$ cat src/common/tc8_pkg.sv
// Package: register map, field layout and timing constants of the tick counter
package tc8_pkg;
    // Register offsets on the plain register port
    localparam logic [1:0] TC8_OFS_COUNT = 2'h0;
    localparam logic [1:0] TC8_OFS_CONFIG = 2'h1;
    localparam logic [1:0] TC8_OFS_INTCTL = 2'h2;
    // Config register field positions
    localparam int TC8_CFG_SRC = 5;
    localparam int TC8_CFG_EDGE = 4;
    localparam int TC8_CFG_BYP = 3;
    localparam int TC8_CFG_RATE_LO = 0;
    // Interrupt control field positions
    localparam int TC8_IC_EN = 5;
    localparam int TC8_IC_FLAG = 2;
    // Reset values
    localparam logic [7:0] TC8_CFG_RESET = 8'hFF;
    localparam logic [7:0] TC8_COUNT_RESET = 8'h00;
    // Timing: one instruction cycle in ns, and the clock period
    localparam int TC8_CLK_NS = 20;
    localparam int TC8_ICYC_NS = 80;
    localparam int TC8_ICYC_CLKS = TC8_ICYC_NS / TC8_CLK_NS;
    localparam int TC8_INHIBIT_ICYC = 2;
    localparam logic [7:0] TC8_COUNT_MAX = 8'hFF;
endpackage

$ cat src/logic/tc8_timer.sv
// Top of the 8-bit tick counter with prescaler and overflow flag
`timescale 1ns/1ns
// How it works
// - Eight-bit count advances each instruction cycle
// - Source select zero picks instruction cycles
// - Write blocks counting for two cycles
// - Source select one counts pin edges
// - Edge select picks rising or falling
// - Bypass clear routes prescaler before counter
// - Eight ratios from 1:2 to 1:256
// - Bypass set gives 1:1 rate
// - Prescaler hidden, cleared by count writes
// - Prescaler separate from watchdog prescaler
// - Wrap FFh to 00h sets flag
// - Only software or reset clears the overflow flag
// - Interrupt needs enable and flag set
// - Sleep halts counting, no wake-up
// - Overflow pulse offered as gate
// - Rate code doubles ratio per step
// - Pin edge sampled at Q2, Q4
// - Count held unchanged during sleep except by count writes
module tc8_timer
    import tc8_pkg::*;
(
    input wire logic clock,
    input wire logic nrst,
    input wire logic clk_en,
    input wire logic sleep,
    input wire logic external_count_pin,
    input wire logic [1:0] reg_addr,
    input wire logic [7:0] reg_wdata,
    input wire logic reg_write,
    input wire logic reg_read,
    output logic [7:0] reg_rdata,
    output logic overflow_irq,
    output logic overflow_pulse
);
    // ------------------------------------------------------------
    // Reset release
    // ------------------------------------------------------------
    logic rst_meta;
    logic rst_n;

    always_ff @(posedge clock or negedge nrst) begin
        if (!nrst) begin
            rst_meta <= 1'b0;
            rst_n <= 1'b0;
        end else begin
            rst_meta <= 1'b1;
            rst_n <= rst_meta;
        end
    end

    // ------------------------------------------------------------
    // Instruction-cycle phases
    // ------------------------------------------------------------
    logic [1:0] phase;
    logic [1:0] next_phase;
    logic icyc_end;
    logic sample_phase;

    assign icyc_end = (phase == 2'(TC8_ICYC_CLKS - 1));
    // Phases 1 and 3 stand for Q2 and Q4
    assign sample_phase = phase[0];

    always_comb begin
        next_phase = icyc_end ? 2'h0 : 2'(phase + 2'h1);
    end

    always_ff @(posedge clock or negedge rst_n) begin
        if (!rst_n) begin
            phase <= 2'h0;
        end else if (clk_en) begin
            phase <= next_phase;
        end
    end

    // ------------------------------------------------------------
    // Configuration and register port
    // ------------------------------------------------------------
    logic [7:0] config_reg;
    logic [7:0] next_config;
    logic irq_en;
    logic next_irq_en;
    logic count_wr;
    logic src_pin;
    logic edge_fall;
    logic bypass;
    logic [2:0] rate;

    assign src_pin = config_reg[TC8_CFG_SRC];
    assign edge_fall = config_reg[TC8_CFG_EDGE];
    assign bypass = config_reg[TC8_CFG_BYP];
    assign rate = config_reg[TC8_CFG_RATE_LO +: 3];
    assign count_wr = reg_write && (reg_addr == TC8_OFS_COUNT);

    always_comb begin
        next_config = config_reg;
        next_irq_en = irq_en;
        if (reg_write && reg_addr == TC8_OFS_CONFIG) begin
            next_config = reg_wdata;
        end
        if (reg_write && reg_addr == TC8_OFS_INTCTL) begin
            next_irq_en = reg_wdata[TC8_IC_EN];
        end
    end

    always_ff @(posedge clock or negedge rst_n) begin
        if (!rst_n) begin
            config_reg <= TC8_CFG_RESET;
            irq_en <= 1'b0;
        end else if (clk_en) begin
            config_reg <= next_config;
            irq_en <= next_irq_en;
        end
    end

    // ------------------------------------------------------------
    // Pin synchronising and edge detection
    // ------------------------------------------------------------
    logic pin_sync;
    logic pin_held;
    logic next_pin_held;
    logic pin_edge;

    tc8_sync u_sync (
        .clock(clock),
        .rst_n(rst_n),
        .enable(clk_en),
        .d(external_count_pin),
        .q(pin_sync)
    );

    // Sampling only at Q2/Q4 limits the pin rate, as documented
    always_comb begin
        next_pin_held = sample_phase ? pin_sync : pin_held;
    end

    always_ff @(posedge clock or negedge rst_n) begin
        if (!rst_n) begin
            pin_held <= 1'b0;
        end else if (clk_en) begin
            pin_held <= next_pin_held;
        end
    end

    // Edge select: 1 = falling, 0 = rising
    assign pin_edge = sample_phase && (pin_sync != pin_held) &&
                      (pin_sync ^ edge_fall);

    // ------------------------------------------------------------
    // Tick source, prescaler and inhibit window
    // ------------------------------------------------------------
    logic run;
    logic src_tick;
    logic pre_term;
    logic advance;
    logic [1:0] inhibit;
    logic [1:0] next_inhibit;

    // Sleep stops advances, prescaler ticks and the inhibit countdown; count writes still act
    assign run = clk_en && !sleep;
    assign src_tick = src_pin ? pin_edge : icyc_end;

    // Private instance; the watchdog keeps its own divider
    tc8_prescaler u_pre (
        .clock(clock),
        .rst_n(rst_n),
        .enable(clk_en),
        .clear(count_wr),
        .tick(run && !bypass && src_tick),
        .rate(rate),
        .terminal(pre_term)
    );

    // Prescaler output or direct tick when bypassed
    assign advance = run && (inhibit == 2'h0) &&
                     (bypass ? src_tick : pre_term);

    // Inhibit counts instruction cycles after a write
    always_comb begin
        next_inhibit = inhibit;
        if (count_wr) begin
            next_inhibit = 2'(TC8_INHIBIT_ICYC);
        end else if (icyc_end && inhibit != 2'h0 && !sleep) begin
            next_inhibit = 2'(inhibit - 2'h1);
        end
    end

    always_ff @(posedge clock or negedge rst_n) begin
        if (!rst_n) begin
            inhibit <= 2'h0;
        end else if (clk_en) begin
            inhibit <= next_inhibit;
        end
    end

    // ------------------------------------------------------------
    // Count register and overflow flag
    // ------------------------------------------------------------
    logic [7:0] count_register;
    logic [7:0] next_count;
    logic overflow_flag;
    logic next_flag;
    logic wrap;
    logic next_pulse;

    // A count write overrides the increment, so no rollover then
    assign wrap = advance && !count_wr &&
                  (count_register == TC8_COUNT_MAX);

    always_comb begin
        next_count = count_register;
        next_flag = overflow_flag;
        if (count_wr) begin
            next_count = reg_wdata;
        end else if (advance) begin
            next_count = 8'(count_register + 8'h01);
        end
        if (reg_write && reg_addr == TC8_OFS_INTCTL &&
            !reg_wdata[TC8_IC_FLAG]) begin
            next_flag = 1'b0;
        end
        // Set beats a simultaneous software clear
        if (wrap) begin
            next_flag = 1'b1;
        end
        next_pulse = wrap;
    end

    always_ff @(posedge clock or negedge rst_n) begin
        if (!rst_n) begin
            count_register <= TC8_COUNT_RESET;
            overflow_flag <= 1'b0;
            overflow_pulse <= 1'b0;
        end else if (clk_en) begin
            count_register <= next_count;
            overflow_flag <= next_flag;
            overflow_pulse <= next_pulse;
        end
    end

    assign overflow_irq = overflow_flag && irq_en;

    // ------------------------------------------------------------
    // Read port
    // ------------------------------------------------------------
    logic [7:0] next_rdata;

    always_comb begin
        next_rdata = 8'h00;
        if (reg_read) begin
            unique case (reg_addr)
                TC8_OFS_COUNT: next_rdata = count_register;
                TC8_OFS_CONFIG: next_rdata = config_reg;
                TC8_OFS_INTCTL: begin
                    next_rdata[TC8_IC_EN] = irq_en;
                    next_rdata[TC8_IC_FLAG] = overflow_flag;
                end
                default: next_rdata = 8'h00;
            endcase
        end
    end

    always_ff @(posedge clock or negedge rst_n) begin
        if (!rst_n) begin
            reg_rdata <= 8'h00;
        end else if (clk_en) begin
            reg_rdata <= next_rdata;
        end
    end
endmodule

$ cat src/logic/tc8_sync.sv
// Two-stage synchroniser for the external count pin
`timescale 1ns/1ns
module tc8_sync (
    input wire logic clock,
    input wire logic rst_n,
    input wire logic enable,
    input wire logic d,
    output logic q
);
    logic stage1;
    logic next_stage1;
    logic next_q;

    always_comb begin
        next_stage1 = enable ? d : stage1;
        next_q = enable ? stage1 : q;
    end

    always_ff @(posedge clock or negedge rst_n) begin
        if (!rst_n) begin
            stage1 <= 1'b0;
            q <= 1'b0;
        end else begin
            stage1 <= next_stage1;
            q <= next_q;
        end
    end
endmodule

$ cat src/logic/tc8_prescaler.sv
// Private 8-bit prescaler with 1:2 to 1:256 terminal count
`timescale 1ns/1ns
module tc8_prescaler
    import tc8_pkg::*;
(
    input wire logic clock,
    input wire logic rst_n,
    input wire logic enable,
    input wire logic clear,
    input wire logic tick,
    input wire logic [2:0] rate,
    output logic terminal
);
    logic [7:0] count;
    logic [7:0] next_count;
    logic [7:0] limit;

    // Rate 000 divides by 2, each step doubles it
    // Four-bit shift amount, so code 111 really shifts by eight
    assign limit = 8'(({8'h00, 1'b1} << ({1'b0, rate} + 4'h1)) -
                      9'h001);
    // Counter state is never visible outside this module
    assign terminal = tick && (count == limit);

    always_comb begin
        next_count = count;
        if (clear) begin
            next_count = 8'h00;
        end else if (tick) begin
            next_count = (count == limit) ? 8'h00 : 8'(count + 8'h01);
        end
    end

    always_ff @(posedge clock or negedge rst_n) begin
        if (!rst_n) begin
            count <= 8'h00;
        end else if (enable) begin
            count <= next_count;
        end
    end
endmodule

$ cat config.mk
export PLATFORM = sky130hd
export DESIGN_NAME = tc8_timer
export DESIGN_NICKNAME = d
export VERILOG_FILES = /design/src/common/tc8_pkg.sv /design/src/logic/tc8_timer.sv /design/src/logic/tc8_sync.sv /design/src/logic/tc8_prescaler.sv
export SDC_FILE = /design/constraint.sdc
export NUM_CORES = 1
export LEC_CHECK = 0
export ABC_AREA = 0
export BUFFER_PORTS_ARGS = -buffer_cell sky130_fd_sc_hd__buf_4
export CORE_AREA = 2 2 98 100
export CTS_CLUSTER_DIAMETER = 40
export DETAILED_ROUTE_END_ITERATION = 10
export DIE_AREA = 0 0 100 102
export SLEW_MARGIN = 20
export SYNTH_ARGS = -nofsm -noshare
export SYNTH_HDL_FRONTEND = slang
export SYNTH_HIERARCHICAL = 1
export SYNTH_SLANG_ARGS = --single-unit
$ cat constraint.sdc
create_clock -name clock -period 1.8 [get_ports clock]
set_clock_uncertainty 0.1 [all_clocks]
set_input_delay 0.09 -clock clock [delete_from_list [all_inputs] [get_ports clock]]
set_output_delay 0.09 -clock clock [all_outputs]
set_load 0.02 [all_outputs]
Yosys cells after proc, flatten, opt, wreduce, memory -nomap -nowiden
Cells that the tools add are included.
{"block": "totals", "register_bits": 44, "latch_bits": 0, "ram_bits": 0, "mem_bits_ro": 0, "memories": 0}
{"block": "op_classes", "n_addsub": 6, "n_mul": 0, "div_mod_pow": 0, "order_cmp": 0, "n_eq_ne": 6, "shifts": 1, "n_mux": 18, "bitwise_logic": 1, "reduce_logical": 35}
{"cell": "8-bit two-way mux", "count": 6}
{"cell": "1-bit logical AND", "count": 17}
{"cell": "8-bit by 1-bit adder with 8-bit output, second input constant", "count": 2}
{"cell": "2-bit AND reduction", "count": 7}
{"cell": "2-bit one-hot mux with 2 select lines", "count": 3}
{"cell": "2-bit nonzero test", "count": 5}
{"cell": "8-bit == test", "count": 1}
{"cell": "8-bit == test, second input constant", "count": 1}
{"cell": "1-bit by 4-bit left shift with 8-bit output, first input constant", "count": 1}
{"cell": "8-bit by 1-bit subtractor with 8-bit output, second input constant", "count": 1}
{"cell": "2-bit two-way mux", "count": 3}
{"cell": "1-bit one-hot mux with 3 select lines", "count": 2}
{"cell": "3-bit by 1-bit adder with 4-bit output, second input constant", "count": 1}
{"cell": "2-bit == test, second input constant", "count": 2}
{"cell": "1-bit zero test", "count": 4}
{"cell": "2-bit zero test", "count": 2}
{"cell": "1-bit two-way mux", "count": 4}
{"cell": "2-bit by 1-bit adder with 2-bit output, second input constant", "count": 1}
{"cell": "2-bit by 1-bit == test with 1-bit output, second input constant", "count": 1}
{"cell": "2-bit by 1-bit subtractor with 2-bit output, second input constant", "count": 1}
{"cell": "1-bit inequality test", "count": 1}
{"cell": "1-bit XOR", "count": 1}

Depth between registers and ports, before layout
Gate-level depths: netlist (run 1).
{"block": "depth", "ltp_word": 12, "mapped_depth": 11, "mapped_depth_nobuf": 10}

Hierarchy
The synthesis (run 1) kept the hierarchy.
{"mod": "tc8_timer", "instances": 1, "cells_each": 169, "area_per_inst_um2": 1790.5, "seq_area_each_um2": 860.8}
{"mod": "tc8_prescaler", "instances": 1, "cells_each": 89, "area_per_inst_um2": 732.0, "seq_area_each_um2": 200.2}
{"mod": "tc8_sync", "instances": 1, "cells_each": 4, "area_per_inst_um2": 72.6, "seq_area_each_um2": 50.0}

Least setup slack after synthesis (run 1)
Ideal clock, no wire load.
{"block": "synth_timing", "kind": "flip-flop to flip-flop", "start": "register config_reg[1]", "end": "register count_register[1]", "setup_time_ps": 125, "t_arrival_ps": 2873, "required_ps": 1575, "slack_ps": -1298, "path_stages_with_launch": 12, "path_buffers": 1, "synth_period_minus_slack_ps": 3098, "cell_sequence": "dfstp_2 > buf_2 > or3_1 > ha_1 > or3_1 > nand3_1 > o311a_1 > o211ai_4 > nor2_1 > o2111ai_2 > o21a_2 > mux2_4"}
{"block": "synth_between", "elab_chain_cells": 9}
{"element": "from (decl)", "line_no": "tc8_timer.sv:81", "rtl": "logic [7:0] config_reg;"}
{"element": "from (signal assigned)", "line_no": "tc8_timer.sv:113", "rtl": "config_reg <= next_config;"}
{"element": "3-bit by 1-bit adder with 4-bit output", "line_no": "tc8_prescaler.sv:20", "rtl": "assign limit = 8'(({8'h00, 1'b1} << ({1'b0, rate} + 4'h1)) -"}
{"element": "1-bit by 4-bit left shift with 8-bit output", "line_no": "tc8_prescaler.sv:20"}
{"element": "8-bit by 1-bit subtractor with 8-bit output", "line_no": "tc8_prescaler.sv:20"}
{"element": "8-bit == test", "line_no": "tc8_prescaler.sv:23", "rtl": "assign terminal = tick && (count == limit);"}
{"element": "1-bit logical AND", "line_no": "tc8_prescaler.sv:23"}
{"element": "named net pre_term", "line_no": "tc8_timer.sv:156", "rtl": "logic pre_term;"}
{"element": "1-bit two-way mux", "line_no": "tc8_timer.sv:178", "rtl": "(bypass ? src_tick : pre_term);"}
{"element": "1-bit logical AND", "line_no": "tc8_timer.sv:177", "rtl": "assign advance = run && (inhibit == 2'h0) &&"}
{"element": "2-bit nonzero test (no source line)"}
{"element": "2-bit AND reduction (no source line)"}
{"element": "to (signal assigned)", "line_no": "tc8_timer.sv:237", "rtl": "count_register <= next_count;"}
{"element": "to (decl)", "line_no": "tc8_timer.sv:201", "rtl": "logic [7:0] count_register;"}
The timed path passes the listed nets, and every way through them passes these cells.
A chain may end at the register's enable or synchronous reset.

Worst setup path in the final report (run 1)
Same ends and word-level chain as after synthesis.

==> impl_results.md, run 1 <==
* Status: finished, violations left
* Failing checks: negative setup slack
* Worst path most repeated cell: or3_4
* Fin crit period at 2.78 ns
* Synth cell types at 61
* Routed Antenna Nets at 0
* Fmax at roughly 360 MHz
* Share of cells above drive strength 1 at ~40%
* Critical path cell sequence: or3_4 > ha_4 > or3_4 > o22a_1 > o41ai_2 > o211ai_4 > nor2_2 > o2111ai_4 > o21a_2 > mux2_4
* Layout net count at 358
* Chip width at 100 um
* Clock edge transition at the registers on the reported setup and hold paths at ~0.10 ns
* Syn nets at between 200 and 300
* Number of enable flip-flop cells after synthesis at 0
* Vias after detailed routing at roughly 2300
* RSZ-0062 raised after global routing: true
* Iter 0 DRT Violations at 126
* Congestion Overflow GR at 0
* Htree depth at 2
* Filler Cell Count at approximately 890
* Vias in the first global route at about 2300
* Multi-input logic area at about 0.0015 sq mm
* Prevailing post-synth register cell: dfrtp_1
* Global placement routability congestion at roughly 0.81
* Final WS setup at -0.983 ns
* Cell area after synthesis at 0.00259 sq mm
* Wire length per cell at 15.1 um
* DP Area at about 0.0032 sq mm
* Core area at around 0.0091 sq mm
* Insertion delay to the later sink of the worst-skew pair at around 0.31 ns
* Class of the worst hold path: in2reg
* Synth Warn # at 6
* Std cell rows at 35
* Clk sinks at 44
* CTS Buf Count at 5
* Hold Slack at between 0.1 and 0.15 ns
* Max Cap Viol at 0
* Worst setup SP type: flip-flop
* Finish-stage setup viols at 18
* Tot GR Track Use at 14.2%
* Tcrit/Tclk final at 155%
* Syn Inst Count at 262
* Yosys reg bits at between 40 and 50
* Critical path arrival at between 2 and 3 ns
* CP Max Fanout at 5
* Largest net degree at the start of global routing at between 40 and 50
* Root buf cell: clkbuf_8
* Final Max Slew Viols at 0
* Antenna violations before repair at 0
* Most common cell after layout, fill and taps aside: buf_4
* Critical Path Max Stage Delay at just under 0.4 ns
* Most frequent cells in the layout: 60 x buf_4, 35 x dfrtp_1, 23 x nand2_1, 18 x inv_1, 14 x o211ai_1
* CTS tree: done
* First-pass GRT wire length at ~12000 um
* I/O Buffers at 26
* Area growth syn-to-layout at 38.2%
* CP max stage cell: or3_4
* Crit Path Class: reg2reg
* Pre-CTS setup slack at -1.12 ns
* Data required, critical path at 1.90 ns
* Clock Tree Buf Depth at 2
* Initial Util at roughly 28%
* First drt pass iteration count at 4
* Die Y at 102 um
* Design Area, Final at 0.00359 sq mm
* Tot Pwr at between 3 and 4 mW
* CP bufs+invs at 0
* Area of the die at 0.0102 sq mm
* Delay-heaviest family, CP: simple AND/OR/NAND/NOR gates
* Drt drc at 0
* DR vias/cell at between 5 and 6
* Mean Syn Cell Area at around 9.9 sq um
* Setup crit end kind: flip-flop
* # IOs at 27
* Register area at roughly 0.0011 sq mm
* Final Hold Viols at 0
* Worst VDD drop at around 0.00037 V
* Ant. Diodes at 0
* DP Wirelength at 4860 um
* Seq/Total Area, Yosys at a little over two fifths
* Async SR Flop Fraction at 100%
* Routed wire length at 6750 um
* P_leak at around 1.6 nW
* Power Dens Cells at slightly above 1000 mW/mm^2
report_power, final:
group          leakage, nW  switching (mW)  internal (mW)
logic                 1.02           0.738          0.720
clock network       0.0548           0.380          0.419
registers            0.489           0.180           1.22
total                 1.57            1.30           2.36
Yosys cell counts, types with 2 or more instances:
cell type,count,area share [%]
dfrtp_1,36,35
nand2_1,23,3.3
inv_1,18,2.6
nand3_1,15,2.9
o211ai_1,14,4.1
a21oi_1,13,2.5
mux2_2,13,5.6
mux2i_1,11,4.2
nor2_1,11,1.6
o22ai_1,9,2.2
dfstp_2,8,8.1
nor3_1,7,1.3
buf_2,6,1.2
o21ai_1,6,1.2
clkbuf_1,5,0.72
ha_1,5,2.4
nand2b_1,3,0.72
nor2b_1,3,0.72
nor3b_1,3,0.87
o21ai_0,3,0.58
or2_2,3,0.72
conb_1,2,0.29
nand4_1,2,0.48
nor4b_1,2,0.68
o41ai_1,2,0.68
or3_1,2,0.48
or3b_1,2,0.68
xor2_1,2,0.68
per-layer routing:
layer / track usage [%] / part of all wire, % / vias to the layer above
met4: 3.58 / 1.2 / 0
li1: - / - / 1107
met2: 25.2 / 52 / 40
met3: 2.87 / 3.4 / 8
met5: 0 / 0 / -
met1: 17.9 / 44 / 1125
final timing paths:
kind                       cells after the start  slack, ns                            end                 startpoint
setup / recovery                              10      -0.98  count_register[1]$_DFFE_PN0P_  config_reg[1]$_DFFE_PN1P_
hold / removal                                 3       0.12             irq_en$_DFFE_PN0P_                  reg_write
setup reg to reg                              10      -0.98  count_register[1]$_DFFE_PN0P_  config_reg[1]$_DFFE_PN1P_
hold reg to reg                                1       0.14         inhibit[0]$_DFFE_PN0P_            rst_n$_DFF_PN0_
max in group asynchronous                      3       0.93                rst_n$_DFF_PN0_                       nrst
min in group asynchronous                      1       0.14         inhibit[0]$_DFFE_PN0P_            rst_n$_DFF_PN0_
timing repair:
item / in CTS / in global routing
pin swaps: 19 / 2
gates cloned: 0 / 0
hold endpoints to repair: 15 / 0
hold buffers: 12 / 0
setup endpoints to repair: 18 / 19
resized for setup: 11 / 13
buffers inserted: 4 / 1
area by class of cell:
cell class	instances	area share (%)
clock buffer	5	1.92
tap	111	3.87
multi-input combinational	187	41.6
inverter	19	1.99
timing repair buffer	79	18.3
clock inverter	3	1.29
sequential	44	31.0
worst min-delay path, delay by kind of cell:
kind	cells	cell delay [ns]
buf+inv	1	0.12
simple gates	1	0.12
mux	1	0.16
cells by family (layout without fill, tap and decap cells):
kind of cell / Yosys count / in the layout / synth area share (%)
adders and majority gates: 5 / 5 / 2.41
buffers and inverters: 31 / 106 / 5.06
DFF: 44 / 44 / 42.8
AOI/OAI and AO/OA: 64 / 64 / 19.5
other: 2 / 2 / 0.289
xor gates and xnor gates: 3 / 3 / 1.01
muxes: 25 / 25 / 10.5
and+or+nand+nor: 88 / 88 / 18.4
stage by stage:
step	util, %	TNS [ns]	cells
after detailed placement	35.0	-14.61	423
after global routing	39.4	-15.29	448
after CTS	38.5	-12.86	447
final	39.4	-13.40	448
after floorplan	-	-5.66	262
after global placement	35.0	-13.65	423
Note: power is estimated with default switching activity, not from simulation.
==> run 2: changes to the inputs <==
Settings changed: REMOVE_ABC_BUFFERS set to 1.
==> run 2 against run 1 <==
  * Clock power fell by 5.5%
  * Flip-flop and latch count is the same
  * Combinational power hardly changed
  * Non-clock buffer count is 3 higher
  * Worst setup slack got worse by 0.015 ns
  * Via count fell by 2.8%
  * The run still ends with negative setup slack left
==> impl_results.md, run 2 (synthesized netlist as in run 1, its figures left out) <==
* Chip width at 100 um (unchanged)
* Core area at 0.00911 sq mm (unchanged)
* Drt drc at 0 (unchanged)
* Routed Antenna Nets at 0 (unchanged)
* Final WS setup at -0.998 ns (-0.0148 ns)
* Area of the die at 0.0102 sq mm (unchanged)
* Worst VDD drop at 0.000368 V (+0.45%)
* RSZ-0062 raised after global routing: true
* Final Max Slew Viols at 0 (unchanged)
* CTS tree: done
* CP bufs+invs at 0 (unchanged)
* Vias after detailed routing at 2216 (-2.8%)
* Iter 0 DRT Violations at 75 (-40%)
* M3 GR Usage at 2.74% (-0.14 points)
* First drt pass iteration count at 4 (unchanged)
* DP Area at 0.00320 sq mm (+0.31%)
* Worst setup SP type: flip-flop
* Most common cell after layout, fill and taps aside: buf_4
* Critical Path Max Stage Delay at 0.40 ns (about the same)
* Switching share of power at 34.2% (-1.3 points)
* Root buf cell: clkbuf_8
* Crit Path Class: reg2reg
* Switching pwr at 1.23 mW (-5.1%)
* Class of the worst hold path: in2reg
* Finish-stage setup viols at 18 (unchanged)
* Critical path arrival at 2.90 ns (+0.02 ns)
* RR Endpoint: overflow_pulse$_DFFE_PN0P_
* GRT Max-Usage Layer: met2
* Most frequent cells in the layout: 65 x buf_4, 35 x dfrtp_1, 22 x nand2_1, 18 x inv_1
* Tot GR Track Use at 13.9% (-0.32 points)
* Clock share of power at 20.9% (-1.0 points)
* Crit. Startpoint: config_reg[1]$_DFFE_PN1P_
* Setup crit end kind: flip-flop
* Htree depth at 2 (unchanged)
* First-pass GRT wire length at 11300 um (-3.0%)
* Seq pwr share at 38.9% (+0.6 points)
* # IOs at 27 (unchanged)
* Max Cap Viol at 0 (unchanged)
* DP Wirelength at 4790 um (-1.3%)
* Fmax at 357 MHz (-0.53%)
* CTS Buf Count at 5 (unchanged)
* I/O Buffers at 26 (unchanged)
* Comb pwr share at 40.2% (+0.3 points)
* Routed wire length at 6410 um (-5.0%)
* Congestion Overflow GR at 0 (unchanged)
* Vias in the first global route at 2330 (+0.78%)
* Initial Util at 28.5% (unchanged)
* Fin crit period at 2.80 ns (+0.0148 ns)
* Clock Tree Buf Depth at 2 (unchanged)
* Cell total after placement at 429 (+1.4%)
* Worst Max-Slew Pin Slew at between 0.5 and 0.6 ns
* Wire length per cell at 14.2 um (-5.7%)
* CP max stage cell: or3_4
* Delay-heaviest family, CP: simple AND/OR/NAND/NOR gates
* Crit. path cell count at 10 (unchanged)
* P_leak at 1.57 nW (+0.19%)
* Worst reg2reg path depth at 10 (unchanged)
* Final Hold Viols at 0 (unchanged)
* Share of cells above drive strength 1 at 37.4% (-1.5 points)
* Launch point of the worst reg-to-reg path: config_reg[1]$_DFFE_PN1P_
* Max_slew headroom at a little over three fifths
* Met2 Use GR at 23.7% (-1.5 points)
* R2r setup slk at -1.0 ns (about the same)
* Layout net count at 361 (+0.84%)
* Power Dens Cells at 1010 mW/mm^2 (-0.48%)
* Ant. Diodes at 0 (unchanged)
* Grt met1 use at 17.7% (-0.20 points)
* Clk sinks at 44 (unchanged)
* Failing checks: negative setup slack
* Critical path cell sequence: or3_4 > ha_4 > xor2_1 > nand2_1 > a2111oi_4 > o211ai_4 > nor2_4 > o2111ai_4 > or2_1 > o41ai_2
* Global placement routability congestion at 0.789 (-2.6%)
* Largest net degree at the start of global routing at 25 (-42%)
* Status: finished, violations left
* CP Max Fanout at 5 (unchanged)
* DR vias/cell at 4.91 (-3.5%)
* Area growth syn-to-layout at 37.0%
* Std cell rows at 35 (unchanged)
* Non-Filler Instances at 451 (+0.67%)
* Clock edge transition at the registers on the reported setup and hold paths at 0.09 ns (about the same)
* Filler Cell Count at 917 (+2.7%)
* Die Y at 102 um (unchanged)
* Worst setup path endpoint: overflow_pulse$_DFFE_PN0P_
* Data required, critical path at 1.90 ns (about the same)
* Antenna violations before repair at 0 (unchanged)
* Design Area, Final at 0.00355 sq mm (-0.91%)
* Tcrit/Tclk final at 155% (+0.82 points)
* Insertion delay to the later sink of the worst-skew pair at 0.30 ns (about the same)
* Internal power at 2.37 mW (+0.64%)
-- run 2: cell count changes in the layout (fill, tap and decap cells not counted), sizes merged --
cell / delta
inv: -1
clkbuf: +2
buf: +3
clkinvlp: -1
-- run 2: tightest hold or removal path, stage by stage --
cell	delay, ns
buf_4	0.09
nor3b_1	0.06
nand4_1	0.08
o21ai_0	0.07
-- run 2: worst min path at each step --
stage                from                      to  slack [ns]  depth (start not counted)
CTS                 sleep  inhibit[0]$_DFFE_PN0P_        0.04                          4
global route        sleep  inhibit[0]$_DFFE_PN0P_        0.07                          4
floorplan            nrst      rst_meta$_DFF_PN0_       -0.31                          0
finish              sleep  inhibit[0]$_DFFE_PN0P_        0.04                          4
detailed placement   nrst      rst_meta$_DFF_PN0_       -0.23                          1
global placement     nrst      rst_meta$_DFF_PN0_       -0.23                          1
-- run 2: per-layer routing --
layer  vias up  part of all wire (%)
li1       1115                     -
met1      1057                    46
met4         0                   2.0
met2        34                    48
met5         -                     0
met3        10                   3.5
-- run 2: final cells by class --
class,count,area [sq um],share of cell area (%)
clock buffer,7,76.3,2.15
multi-input combinational,187,1450,40.9
inverter,19,71.3,2.01
clock inverter,1,30.0,0.845
sequential,44,1110,31.3
timing repair buffer,82,673,18.9
tap,111,139,3.91
-- run 2: power by group through the flow --
stage / combinational [mW] / sequential, mW / clock (mW)
after detailed placement: 1.35 / 1.42 / 0
after global placement: 1.31 / 1.40 / 0
after CTS: 1.43 / 1.40 / 0.774
after floorplan: 0.796 / 1.45 / 0
final: 1.45 / 1.40 / 0.755
after global routing: 1.61 / 1.44 / 0.828
-- run 2: what timing repair did --
item	CTS	global route
hold buffers	12	0
endpoints found under the hold margin	15	0
endpoints found under the setup margin	18	18
gates resized for setup	17	6
pin swaps	11	1
setup buffers	0	2
-- run 2: through the flow --
| stage | hold slack, ns | util [%] | setup TNS (ns) | total power, mW | worst slack (ns) |
|---|---|---|---|---|---|
| after floorplan | -0.306 | - | -14.08 | 2.24 | -1.19 |
| after global placement | -0.227 | 35.1 | -13.82 | 2.71 | -1.02 |
| after detailed placement | -0.227 | 35.1 | -14.48 | 2.77 | -1.06 |
| after CTS | 0.0365 | 38.6 | -12.94 | 3.60 | -1.01 |
| after global routing | 0.0670 | 39.0 | -14.60 | 3.87 | -1.08 |
| final | 0.0360 | 39.0 | -13.12 | 3.60 | -0.998 |
==> run 3: changes to the inputs <==
Settings changed: SKIP_LAST_GASP set to 1.
==> run 3 against run 2 <==
  * The run still ends with negative setup slack left
  * Via count did not move
  * Sequential share of layout area rose by 0.077 points
  * First-iteration DRC count fell by 8.0%
  * Highest routed layer unchanged
==> impl_results.md, run 3 (synthesized netlist as in run 1, its figures left out) <==
* Finish-stage setup viols at 18 (unchanged)
* Most frequent cells in the layout: 66 x buf_4, 35 x dfrtp_1, 22 x nand2_1, 18 x inv_1
* First drt pass iteration count at 4 (unchanged)
* Status: finished, violations left
* Max Cap Viol at 0 (unchanged)
* Fmax at 358 MHz (about the same)
* Layout net count at 361 (unchanged)
* RSZ-0062 raised after global routing: true
* Max_slew headroom at 63.2% (+0.089 points)
* CTS Buf Count at 5 (unchanged)
* Core area at 0.00911 sq mm (unchanged)
* Tot GR Track Use at 13.9% (-0.044 points)
* Area of the die at 0.0102 sq mm (unchanged)
* Congestion Overflow GR at 0 (unchanged)
* # IOs at 27 (unchanged)
* Crit Path Class: reg2reg
* Power Dens Cells at 1020 mW/mm^2 (+0.12%)
* Root buf cell: clkbuf_8
* First-pass GRT wire length at 11200 um (-0.30%)
* CTS tree: done
* Initial Util at 28.5% (unchanged)
* Vias in the first global route at 2320 (-0.43%)
* Worst Max-Slew Pin Slew at 0.553 ns (-0.00133 ns)
* Routed wire length at 6390 um (-0.22%)
* Insertion delay to the later sink of the worst-skew pair at 0.30 ns (about the same)
* Failing checks: negative setup slack
* Setup crit end kind: flip-flop
* Fin util at 38.9% (-0.096 points)
* Area growth syn-to-layout at 36.6%
* Worst setup SP type: flip-flop
* Clk sinks at 44 (unchanged)
* Tot Pwr at 3.60 mW (-0.13%)
* Iter 0 DRT Violations at 69 (-8.0%)
* Non-Filler Instances at 451 (unchanged)
* Die Y at 102 um (unchanged)
* DP Wirelength at 4790 um (unchanged)
* Clock Tree Buf Depth at 2 (unchanged)
* Chip width at 100 um (unchanged)
* Final Hold Viols at 0 (unchanged)
* Fin crit period at 2.80 ns (-0.00221 ns)
* Clock edge transition at the registers on the reported setup and hold paths at 0.09 ns (about the same)
* Class of the worst hold path: in2reg
* Htree depth at 2 (unchanged)
* Ant. Diodes at 0 (unchanged)
* Design Area, Final at 0.00355 sq mm (-0.25%)
* Critical path arrival at 2.90 ns (about the same)
* CP Max Fanout at 5 (unchanged)
* Data required, critical path at 1.90 ns (about the same)
* Hold Slack at 0.0362 ns (+0.000238 ns)
* Drt drc at 0 (unchanged)
* Cell total after placement at 429 (unchanged)
* Vias after detailed routing at 2216 (unchanged)
* P_leak at 1.56 nW (-0.27%)
* Pre-CTS setup slack at -1.06 ns (unchanged)
* Setup_tns at -13.14 ns (-0.0225 ns)
* Final WS setup at -0.996 ns (+0.00221 ns)
* Most common cell after layout, fill and taps aside: buf_4
* Antenna violations before repair at 0 (unchanged)
* DR vias/cell at 4.91 (unchanged)
* Global placement routability congestion at 0.789 (unchanged)
* Routed Antenna Nets at 0 (unchanged)
* Tcrit/Tclk final at 155% (about the same)
* Critical path cell sequence: or3_4 > ha_4 > xor2_1 > nand2_1 > a2111oi_4 > o211ai_4 > nor2_4 > o2111ai_4 > or2_1 > o41ai_2
* CP max stage cell: or3_4
* I/O Buffers at 26 (unchanged)
* Std cell rows at 35 (unchanged)
* Critical Path Max Stage Delay at 0.40 ns (about the same)
* Largest net degree at the start of global routing at 25 (unchanged)
* Share of cells above drive strength 1 at 37.1% (-0.29 points)
* Wire length per cell at 14.2 um (-0.22%)
* DP Area at 0.00320 sq mm (unchanged)
* Worst VDD drop at 0.000368 V (about the same)
* Final Max Slew Viols at 0 (unchanged)
## run 3: changes by cell type in the layout (fill, tap and decap cells not counted)
cell,delta
nor3_1,+1
nor3_2,-1
buf_4,+1
buf_6,-1
## run 3: worst paths after layout
path	cells past startpoint	startpoint	slack [ns]	endpoint
setup reg to reg	10	config_reg[1]$_DFFE_PN1P_	-1.0	overflow_pulse$_DFFE_PN0P_
setup / recovery	10	config_reg[1]$_DFFE_PN1P_	-1.0	overflow_pulse$_DFFE_PN0P_
min in group asynchronous	0	rst_n$_DFF_PN0_	0.16	count_register[4]$_DFFE_PN0P_
max in group asynchronous	1	rst_n$_DFF_PN0_	0.87	config_reg[7]$_DFFE_PN1P_
hold / removal	4	sleep	0.04	inhibit[0]$_DFFE_PN0P_
hold reg to reg	0	rst_n$_DFF_PN0_	0.16	count_register[4]$_DFFE_PN0P_
## run 3: timing repair
| item | in CTS | in global routing |
|---|---|---|
| setup endpoints to repair | 18 | 18 |
| pin swaps | 10 | 1 |
| hold buffers | 12 | 0 |
| hold endpoints to repair | 15 | 0 |
| buffers inserted | 0 | 2 |
| resized for setup | 15 | 6 |
## run 3: critical path: cells and delay by family, from the launching register on
kind	cells	cell delay, ns
flops	1	0.38
fa+ha+maj	1	0.29
xor+xnor	1	0.13
simple gates	4	0.94
compound gates	4	0.86
## run 3: cell type report
type	count	area (sq um)
Clock buffer	7	76.3
Clock inverter	1	30.0
Fill cell	919	5560
Inverter	19	71.3
Multi-Input combinational cell	187	1450
Sequential cell	44	1110
Tap cell	111	139
Timing Repair Buffer	82	669
## run 3: report_power, final
group	switching, mW	total (mW)	internal (mW)
Sequential	0.181	1.40	1.22
Combinational	0.709	1.44	0.735
Clock	0.339	0.755	0.416
## run 3: layer usage
metal	vias to the layer above	global-route usage (%)	wire length (um)
li1	1116	-	-
met1	1059	17.7	2980
met2	31	23.5	3070
met3	10	2.74	211
met4	0	4.95	129
met5	-	0	0
